`src/shared/sse_pkg.sv`:
```
package sse_pkg;

  // ****************************************
  // register map
  // ****************************************
  localparam int ADDR_W = 10;
  localparam logic [9:0] OFF_FIFO_FILL = 10'h34d;
  localparam logic [9:0] OFF_SYNC_OFFSET = 10'h34e;
  localparam logic [9:0] OFF_CNT_TEST = 10'h34e;
  localparam logic [9:0] OFF_ERR_STATUS = 10'h34f;
  localparam logic [9:0] OFF_ERR_CLEAR = 10'h34f;
  localparam logic [9:0] OFF_IRQ_EN0 = 10'h350;
  localparam logic [9:0] OFF_IRQ_EN1 = 10'h351;

  // ****************************************
  // field positions
  // ****************************************
  localparam int FF_OFFSET_NZ = 5;
  localparam int FF_EMPTY = 4;
  localparam int FF_FULL = 3;
  localparam int TST_UP = 3;
  localparam int TST_DOWN = 2;
  localparam int TST_CARRY = 0;
  localparam int ERR_SYNC = 2;
  localparam int ERR_WRITE = 1;
  localparam int ERR_READ = 0;

  // ****************************************
  // masks and reset values
  // ****************************************
  localparam logic [7:0] TST_MASK = 8'h0d;
  localparam logic [2:0] ERR_RST = 3'h0;
  localparam logic [7:0] TST_RST = 8'h00;
  localparam logic [6:0] EN0_RST = 7'h00;
  localparam logic [7:0] EN1_RST = 8'h00;
  localparam logic [3:0] OUTSTANDING_OFFSET_COUNT_RST = 4'h0;
  localparam logic [23:0] XFER_RST = 24'h000000;

  // ****************************************
  // select abort counter stage limits and transfer counter stage count
  // ****************************************
  localparam logic [7:0] SA_S1_MAX = 8'hff;
  localparam logic [7:0] SA_S2_MAX = 8'hff;
  localparam logic [3:0] SA_DEC_MAX = 4'h9;
  localparam int XFER_STAGES = 3;

  // ****************************************
  // carriers
  // ****************************************
  typedef struct packed {
    logic [2:0] fifo_byte_count;
    logic fifo_empty_flag;
    logic fifo_full_flag;
    logic req_pulse;
    logic ack_pulse;
    logic sync_start;
    logic sync_inbound;
    logic [2:0] wr_src_en;
    logic [2:0] rd_src_en;
  } sse_core_t;

  typedef struct packed {
    logic [6:0] status0;
    logic [7:0] status1;
  } sse_events_t;

  typedef struct packed {
    logic load;
    logic [23:0] load_val;
    logic byte_done;
  } sse_xfer_t;

endpackage : sse_pkg

```
`src/logic/sse_offset_cnt.sv`:
```
`timescale 1ns/100ps
module sse_offset_cnt
  import sse_pkg::*;
(
  // clock and reset
  input wire logic clk,
  input wire logic sys_rst,
  // handshake events
  input wire logic req_pulse,
  input wire logic ack_pulse,
  // count
  output logic [3:0] count
);

  logic [3:0] count_ff;
  logic [3:0] nxt_count;
  wire inc = req_pulse & ~ack_pulse & (count_ff != 4'hf);
  wire dec = ack_pulse & ~req_pulse & (count_ff != 4'h0);

  // req and ack in one cycle cancel; saturate rather than wrap
  assign nxt_count = inc ? 4'(count_ff + 4'h1) :
                     dec ? 4'(count_ff - 4'h1) : count_ff;

  always_ff @(posedge clk) begin
    if (sys_rst) begin
      count_ff <= OUTSTANDING_OFFSET_COUNT_RST;
    end else begin
      count_ff <= nxt_count;
    end
  end

  assign count = count_ff;

endmodule : sse_offset_cnt

```
`src/logic/sse_sel_abort_cnt.sv`:
```
`timescale 1ns/100ps
module sse_sel_abort_cnt
  import sse_pkg::*;
(
  // clock and reset
  input wire logic clk,
  input wire logic sys_rst,
  // control
  input wire logic run,
  input wire logic clear,
  input wire logic carry_test,
  // results
  output logic timeout,
  output logic [5:0] test_view
);

  logic [7:0] s1_ff;
  logic [7:0] s2_ff;
  logic [3:0] s3_ff;
  logic [3:0] s4_ff;
  logic s5_ff;
  logic s6_ff;

  // carry test forces every stage to see a carry in
  wire c1 = run & (s1_ff == SA_S1_MAX);
  wire c2 = c1 & (s2_ff == SA_S2_MAX);
  wire c3 = c2 & (s3_ff == SA_DEC_MAX);
  wire c4 = c3 & (s4_ff == SA_DEC_MAX);
  wire c5 = c4 & s5_ff;
  wire t2 = c1 | carry_test;
  wire t3 = c2 | carry_test;
  wire t4 = c3 | carry_test;
  wire t5 = c4 | carry_test;
  wire t6 = c5 | carry_test;
  wire t1 = run | carry_test;

  function automatic logic [3:0] dec_inc(input logic [3:0] v);
    dec_inc = (v == SA_DEC_MAX) ? 4'h0 : 4'(v + 4'h1);
  endfunction : dec_inc

  always_ff @(posedge clk) begin
    if (sys_rst | clear) begin
      s1_ff <= 8'h00;
      s2_ff <= 8'h00;
      s3_ff <= 4'h0;
      s4_ff <= 4'h0;
      s5_ff <= 1'b0;
      s6_ff <= 1'b0;
    end else begin
      if (t1) s1_ff <= 8'(s1_ff + 8'h01);
      if (t2) s2_ff <= 8'(s2_ff + 8'h01);
      if (t3) s3_ff <= dec_inc(s3_ff);
      if (t4) s4_ff <= dec_inc(s4_ff);
      if (t5) s5_ff <= ~s5_ff;
      if (t6) s6_ff <= ~s6_ff;
    end
  end

  assign timeout = c5 & s6_ff;
  // stage outputs and carries as seen by the count read-back
  assign test_view = {s6_ff, s5_ff, s4_ff[3], c3, c2, c1};

endmodule : sse_sel_abort_cnt

```
`src/logic/sse_regs.sv`:
```
// The implementer's own choice: the strobed register port.
`timescale 1ns/100ps
// Operation
// - status bit 5 reads one while the req/ack offset is non-zero
// - fifo status bit 4 flags empty, bit 3 flags full
// - bits 2..0 give the fifo byte count; zero needs the flags
// - offset status bits 7..4 show fifo count minus offset count
// - offset status bits 3..0 count reqs not yet acked, reset zero
// - test bit 3 counts transfer counter up, bit 2 down, per clock
// - test bit 0 forces carries between all stages of both counters
// - carry test with select timer shows select counter stages on read-back
// - sync error sets when inbound sync transfer starts with fifo not empty
// - sync error sets when sync transfer starts with offset non-zero
// - write conflict flag sets when several sources write the fifo
// - read conflict flag sets when several sources read the fifo
// - error status bits 7..3 and fifo status bit 6 read zero
// - writing one to a clear bit clears its error flag; zero ignored
// - enable zero bits 6..0 gate status zero events onto irq; bit 7 zero
// - enable one bits 7..0 gate status one events onto irq
// - a cleared enable only masks irq; status still sets
module sse_regs
  import sse_pkg::*;
(
  // clock and reset
  input wire logic clk,
  input wire logic sys_rst,
  // register port
  input wire logic [ADDR_W-1:0] reg_addr,
  input wire logic [7:0] reg_wdata,
  input wire logic reg_wr,
  input wire logic reg_rd,
  output logic [7:0] reg_rdata,
  // scsi core status
  input wire sse_core_t core,
  input wire sse_events_t events,
  input wire logic select_timer_enable,
  input wire logic sel_timer_run,
  input wire logic sel_timer_clear,
  input wire sse_xfer_t xfer,
  // results
  output logic [7:0] xfer_count_rd,
  output logic [23:0] xfer_count,
  output logic select_timeout,
  output logic [2:0] err_flags,
  output logic irq
);

  // ****************************************
  // helpers
  // ****************************************
  function automatic logic multi_src(input logic [2:0] v);
    multi_src = (v[0] & v[1]) | (v[0] & v[2]) | (v[1] & v[2]);
  endfunction : multi_src

  function automatic logic hit(
    input logic [ADDR_W-1:0] a,
    input logic [ADDR_W-1:0] off
  );
    hit = (a == off);
  endfunction : hit

  // ****************************************
  // register state
  // ****************************************
  logic [2:0] err_ff;
  logic [2:0] nxt_err;
  logic [7:0] test_ff;
  logic [6:0] en0_ff;
  logic [7:0] en1_ff;
  logic [7:0] rdata_ff;
  logic [7:0] nxt_rdata;
  logic [23:0] xfer_ff;
  logic [23:0] nxt_xfer;
  logic [3:0] off_cnt;
  logic sa_timeout;
  logic [5:0] sa_view;

  // ****************************************
  // address decode
  // ****************************************
  wire wr_test = reg_wr & hit(reg_addr, OFF_CNT_TEST);
  wire wr_clear = reg_wr & hit(reg_addr, OFF_ERR_CLEAR);
  wire wr_en0 = reg_wr & hit(reg_addr, OFF_IRQ_EN0);
  wire wr_en1 = reg_wr & hit(reg_addr, OFF_IRQ_EN1);
  wire rd_fill = hit(reg_addr, OFF_FIFO_FILL);
  wire rd_sync = hit(reg_addr, OFF_SYNC_OFFSET);
  wire rd_err = hit(reg_addr, OFF_ERR_STATUS);
  wire rd_en0 = hit(reg_addr, OFF_IRQ_EN0);
  wire rd_en1 = hit(reg_addr, OFF_IRQ_EN1);

  // ****************************************
  // test controls
  // ****************************************
  // test modes are only for bring-up; nothing stops a stray write
  wire test_up = test_ff[TST_UP];
  wire test_down = test_ff[TST_DOWN];
  wire carry_test = test_ff[TST_CARRY];

  // ****************************************
  // offset counter
  // ****************************************
  sse_offset_cnt u_offset (
    .clk(clk),
    .sys_rst(sys_rst),
    .req_pulse(core.req_pulse),
    .ack_pulse(core.ack_pulse),
    .count(off_cnt)
  );

  wire offset_nonzero = (off_cnt != 4'h0);
  // unsigned difference wraps; it is only meaningful when stopped
  wire [3:0] count_difference =
    4'({1'b0, core.fifo_byte_count} - off_cnt);

  // ****************************************
  // select abort counter
  // ****************************************
  sse_sel_abort_cnt u_sel_abort (
    .clk(clk),
    .sys_rst(sys_rst),
    .run(select_timer_enable & sel_timer_run),
    .clear(sel_timer_clear),
    .carry_test(carry_test),
    .timeout(sa_timeout),
    .test_view(sa_view)
  );

  assign select_timeout = sa_timeout;

  // ****************************************
  // transfer counter
  // ****************************************
  logic [23:0] xfer_stage_inc;
  always_comb begin
    for (int i = 0; i < XFER_STAGES; i++) begin
      xfer_stage_inc[i*8 +: 8] = 8'(xfer_ff[i*8 +: 8] + 8'h01);
    end
  end

  // carry test lets every byte stage step on its own each clock
  assign nxt_xfer =
    xfer.load ? xfer.load_val :
    carry_test ? xfer_stage_inc :
    test_up ? 24'(xfer_ff + 24'h000001) :
    test_down ? 24'(xfer_ff - 24'h000001) :
    (xfer.byte_done && xfer_ff != XFER_RST) ?
      24'(xfer_ff - 24'h000001) : xfer_ff;

  always_ff @(posedge clk) begin
    if (sys_rst) begin
      xfer_ff <= XFER_RST;
    end else begin
      xfer_ff <= nxt_xfer;
    end
  end

  wire sa_readback = carry_test & select_timer_enable;
  always_ff @(posedge clk) begin
    if (sys_rst) begin
      xfer_count_rd <= 8'h00;
    end else if (sa_readback) begin
      xfer_count_rd <= {2'b00, sa_view};
    end else begin
      xfer_count_rd <= nxt_xfer[7:0];
    end
  end

  assign xfer_count = xfer_ff;

  // ****************************************
  // error flags
  // ****************************************
  wire sync_err_set =
    (core.sync_start & core.sync_inbound & ~core.fifo_empty_flag)
    | (core.sync_start & offset_nonzero);
  wire [2:0] err_set;
  assign err_set[ERR_SYNC] = sync_err_set;
  assign err_set[ERR_WRITE] = multi_src(core.wr_src_en);
  assign err_set[ERR_READ] = multi_src(core.rd_src_en);
  wire [2:0] err_clr = wr_clear ? reg_wdata[2:0] : 3'h0;

  // a new event in the clearing cycle survives the clear
  assign nxt_err = (err_ff & ~err_clr) | err_set;

  always_ff @(posedge clk) begin
    if (sys_rst) begin
      err_ff <= ERR_RST;
    end else begin
      err_ff <= nxt_err;
    end
  end

  assign err_flags = err_ff;

  // ****************************************
  // writable registers
  // ****************************************
  always_ff @(posedge clk) begin
    if (sys_rst) begin
      test_ff <= TST_RST;
    end else if (wr_test) begin
      test_ff <= reg_wdata & TST_MASK;
    end
  end

  always_ff @(posedge clk) begin
    if (sys_rst) begin
      en0_ff <= EN0_RST;
    end else if (wr_en0) begin
      en0_ff <= reg_wdata[6:0];
    end
  end

  always_ff @(posedge clk) begin
    if (sys_rst) begin
      en1_ff <= EN1_RST;
    end else if (wr_en1) begin
      en1_ff <= reg_wdata;
    end
  end

  // ****************************************
  // interrupt gating
  // ****************************************
  // enables mask only the request; status inputs stay unaffected
  wire irq0 = |(events.status0 & en0_ff);
  wire irq1 = |(events.status1 & en1_ff);
  assign irq = irq0 | irq1;

  // ****************************************
  // read path
  // ****************************************
  // reads are registered so the data stands only in the cycle after the strobe;
  // an idle cycle returns zero, which keeps stale status off the bus
  // and lets a polling host spot a missed read
  wire [7:0] fill_view = {
    1'b0,
    1'b0,
    offset_nonzero,
    core.fifo_empty_flag,
    core.fifo_full_flag,
    core.fifo_byte_count
  };
  // counts may move mid-transfer, so reads are only trusted when idle
  wire [7:0] sync_view = {count_difference, off_cnt};
  wire [7:0] err_view = {5'h00, err_ff};
  wire [7:0] en0_view = {1'b0, en0_ff};

  assign nxt_rdata =
    !reg_rd ? 8'h00 :
    rd_fill ? fill_view :
    rd_sync ? sync_view :
    rd_err ? err_view :
    rd_en0 ? en0_view :
    rd_en1 ? en1_ff : 8'h00;

  always_ff @(posedge clk) begin
    if (sys_rst) begin
      rdata_ff <= 8'h00;
    end else begin
      rdata_ff <= nxt_rdata;
    end
  end

  assign reg_rdata = rdata_ff;

endmodule : sse_regs

```
`config.mk`:
```
export PLATFORM = sky130hd
export DESIGN_NAME = sse_regs
export DESIGN_NICKNAME = d
export VERILOG_FILES = /design/src/shared/sse_pkg.sv /design/src/logic/sse_offset_cnt.sv /design/src/logic/sse_sel_abort_cnt.sv /design/src/logic/sse_regs.sv
export SDC_FILE = /design/constraint.sdc
export NUM_CORES = 1
export LEC_CHECK = 0
export ABC_CLOCK_PERIOD_IN_PS = 2900
export BUFFER_PORTS_ARGS = -buffer_cell sky130_fd_sc_hd__buf_2
export CAP_MARGIN = 30
export CORE_MARGIN = 2
export CORE_UTILIZATION = 36
export CTS_BUF_LIST = sky130_fd_sc_hd__clkbuf_8 sky130_fd_sc_hd__clkbuf_16
export CTS_CLUSTER_SIZE = 16
export DETAILED_ROUTE_END_ITERATION = 12
export MAX_ROUTING_LAYER = met4
export PLACE_DENSITY = 0.58
export SYNTH_ARGS = -nofsm -noshare
export SYNTH_HDL_FRONTEND = slang
export SYNTH_HIERARCHICAL = 1
export SYNTH_SLANG_ARGS = --single-unit
```
`constraint.sdc`:
```
create_clock -name clk -period 2.9 [get_ports clk]
set_clock_uncertainty 0.15 [all_clocks]
set_input_delay 0.145 -clock clk [delete_from_list [all_inputs] [get_ports clk]]
set_output_delay 0.145 -clock clk [all_outputs]
set_load 0.01 [all_outputs]
```
==> impl_results.md <==
- Fillers: roughly 1600
- Final nets: 969
- CTS tree: built
- Clock sink count: 91
- Clk slew on worst S/H paths: about 0.07 ns
- Rel. slew slack: 0.582
- Area delta synth->final: 25.8%
- GR Util All Layers: 0.217
- Top cell type's share of synthesized area: 0.309
- Synth Area per Inst: about 8 sq um
- Leakage: slightly below 3 nW
- Min-delay worst type: in2reg
- Pre-CTS setup slack: 0.359 ns
- Maximum vdd drop: 0.291 mV
- Met2 usage in global routing: 0.349
- I/O Pins: 126
- CP max-delay cell: o21ai_2
- DRT iter0 DRCs: 441
- Fin crit share: 0.897
- Unrepaired setup endpoints after global routing: no
- Crit start category: flop
- Area contributors post-synth: dfxtp_1 (31%), a21oi_1 (4.4%), nand2_1 (4.1%)
- Buf/Inv on CP: 2
- Final Core Density: 0.465
- Library cells used by synthesis: 85
- Worst-Skew Late Latency: 0.36 ns
- Arrival time of the worst setup path: 2.70 ns
- CP Class: reg2reg
- Die width: around 130 um
- CP delay by family, top: simple AND/OR/NAND/NOR gates
- Most common cell in the netlist: dfxtp_1
- Outcome: complete, but fails checks
- Fin Setup TNS: 0 ns
- Clock root cell: clkbuf_16
- Residual DRC count: 0
- Crit Path Max Fanout: 9
- Largest net degree at the start of global routing: 36
- Gr busiest metal: met2
- WL final: 18.6 mm
- I/O Buffers: 125
- Setup crit end kind: flop
- Clk buf depth: 2
- FMAX: 385 MHz
- CP peak stage delay: 0.39 ns
- Finish-stage setup viols: 0
- Commonest cells post-synth: dfxtp_1 (91), nand2_1 (64), nor2_1 (54)
- Drt pass-1 iters: 5
- Initial Util: 0.369
- Global route overflow: 0
- DRT antenna net count: 0
- Vias in the first global route: 5739
- Seq/Total Area, Yosys: 0.309
- Detailed Place HPWL: 13.2 mm
- Core Area: around 16000 sq um
- P per Cell Area: 454 nW/um^2
- Via/cell ratio: 5.57
- Num CTS Buffers: 9
- Worst-Margin Slew: 0.627 ns
- Max-cap violation count: 0
- Cell area after layout: 7410 sq um
- Post-synth EDFFs: 0
- Initial antenna violation count: 0
- Ys async rst share: 0
- WL per Instance: 17.0 um
- Clock period minus worst slack: 2.60 ns
- Layout cells sized above 1: 0.226
- Gate Count Post-Synth: 728
- Failing checks: hold timing
- Die area: ~17000 sq um
- Worst Path Required: 3.00 ns
- Post-Syn Area: a little under 6000 sq um
- Fin worst setup slack: approximately 0.3 ns
- Met3 GRT Util: 0.0311
- Die height: 132 um
- Hold WS: -0.000166 ns
- H-Tree Level Count: 3
- Final Power: 3.36 mW
- Global-route wire length before repair: 29.7 mm
- Rows: 46
- Post-DP Area: 6730 sq um
- Final Hold Viols: 1
- Yosys warns: 6
- Commonest register cell after synthesis: dfxtp_1
- Top cell type by total area after synthesis: dfxtp_1
- Routed via count: 6087
- Ant. Diodes: 0
- Crit path cell chain: inv_1 -> ha_1 -> nor3b_1 -> nand4b_1 -> o21ai_2 -> buf_4 -> nor4_1 -> or3_1 -> a32o_1
- Routing usage on met1: 0.275
- Syn nets: 825
- RD Place Congestion: slightly above 0.9
- Max Transition Viols Final: 0
- CTS resizes: 0
- Synth Register Bits: 91
placed cells by master, fill, tap and decap left out, types with 7 or more instances in the layout:
master           n
nand2_1         64
xor2_1          14
or4_1            7
a221oi_1        12
nor4_1           8
nand3_1         34
dlygate4sd3_1   35
inv_1           26
or3_1           14
buf_2          125
nor2b_1          7
and2_1          16
nor2_1          54
and4_1           7
a21o_1           7
nand4_1         13
a21oi_1         52
mux2i_1         16
xnor2_1         25
and3_1           7
a31oi_1         10
nor3_1          21
o21ai_0         30
clkbuf_16        9
ha_1            14
dfxtp_1         91
buf_4           28
worst reg2reg max path, cell delays in order, from the launching register on:
cell	delay [ns]
dfxtp_1	0.38
inv_1	0.16
ha_1	0.16
nor3b_1	0.21
nand4b_1	0.21
o21ai_2	0.39
buf_4	0.22
nor4_1	0.06
or3_1	0.32
a32o_1	0.24
through the flow:
step,hold WS (ns),cells
2_1_floorplan,0.0674,728
3_5_place_dp,0.196,1042
6_report,-0.000166,1093
5_1_grt,0.0155,1093
4_1_cts,0.000789,1093
3_3_place_gp,0.192,1042
routing by layer:
metal | routed length, um | vias up
li1 | - | 2984
met1 | 8360 | 2881
met2 | 8850 | 191
met3 | 924 | 31
met4 | 431 | 0
met5 | 0 | -
kinds of logic (layout without fill, tap and decap cells):
logic type               count (synthesis)  count (layout)  share of synthesized area
AO/OA/AOI/OAI                          189             189                      0.223
XOR/XNOR                                39              39                     0.0580
adder cells (fa/ha/maj)                 18              18                     0.0399
buffers and inverters                   81             230                     0.0612
flip-flops                              91              91                      0.309
multiplexers                            20              20                     0.0348
AND/OR/NAND/NOR                        290             290                      0.274
where the power goes:
part           internal, mW  leakage, nW  switching, mW
clock network         0.762        0.156          0.556
logic                 0.307         2.00          0.349
registers              1.30        0.742         0.0832
total                  2.37         2.89          0.988
flip-flops by register name, summed over array words and instances (netlist names):
signal,count
test_ff,3
en1_ff,8
reg_rdata,8
u_sel_abort/s6_ff,1
u_sel_abort/s5_ff,1
xfer_count,24
u_offset/count,4
err_flags,3
u_sel_abort/s1_ff,8
u_sel_abort/s4_ff,4
xfer_count_rd,8
u_sel_abort/s3_ff,4
u_sel_abort/s2_ff,8
en0_ff,7
layout make-up:
type                            instances  area (sq um)  area share
Multi-Input combinational cell        556          3710       0.500
Inverter                               26          97.6      0.0132
Clock buffer                            9           225      0.0304
Timing Repair Buffer                  188          1190       0.160
Sequential cell                        91          1820       0.246
Tap cell                              216           270      0.0365
Clock inverter                          7          98.8      0.0133
worst paths after layout:
kind / startpoint / to / slack, ns / cells past startpoint
setup / recovery: xfer_count[0] / xfer_count[21] / 0.30 / 9
hold / removal: core[11] / reg_rdata[4] / -0.0002 / 3
setup reg to reg: xfer_count[0] / xfer_count[21] / 0.30 / 9
hold reg to reg: en1_ff[6] / en1_ff[6] / 0.33 / 2
timing repair:
item                                    4_1_cts  5_1_grt
hold endpoints to repair                     46        0
hold buffers                                 35        0
endpoints found under the setup margin        0        0
setup buffers                                 0        0
Note: power is estimated with default switching activity, not from simulation.
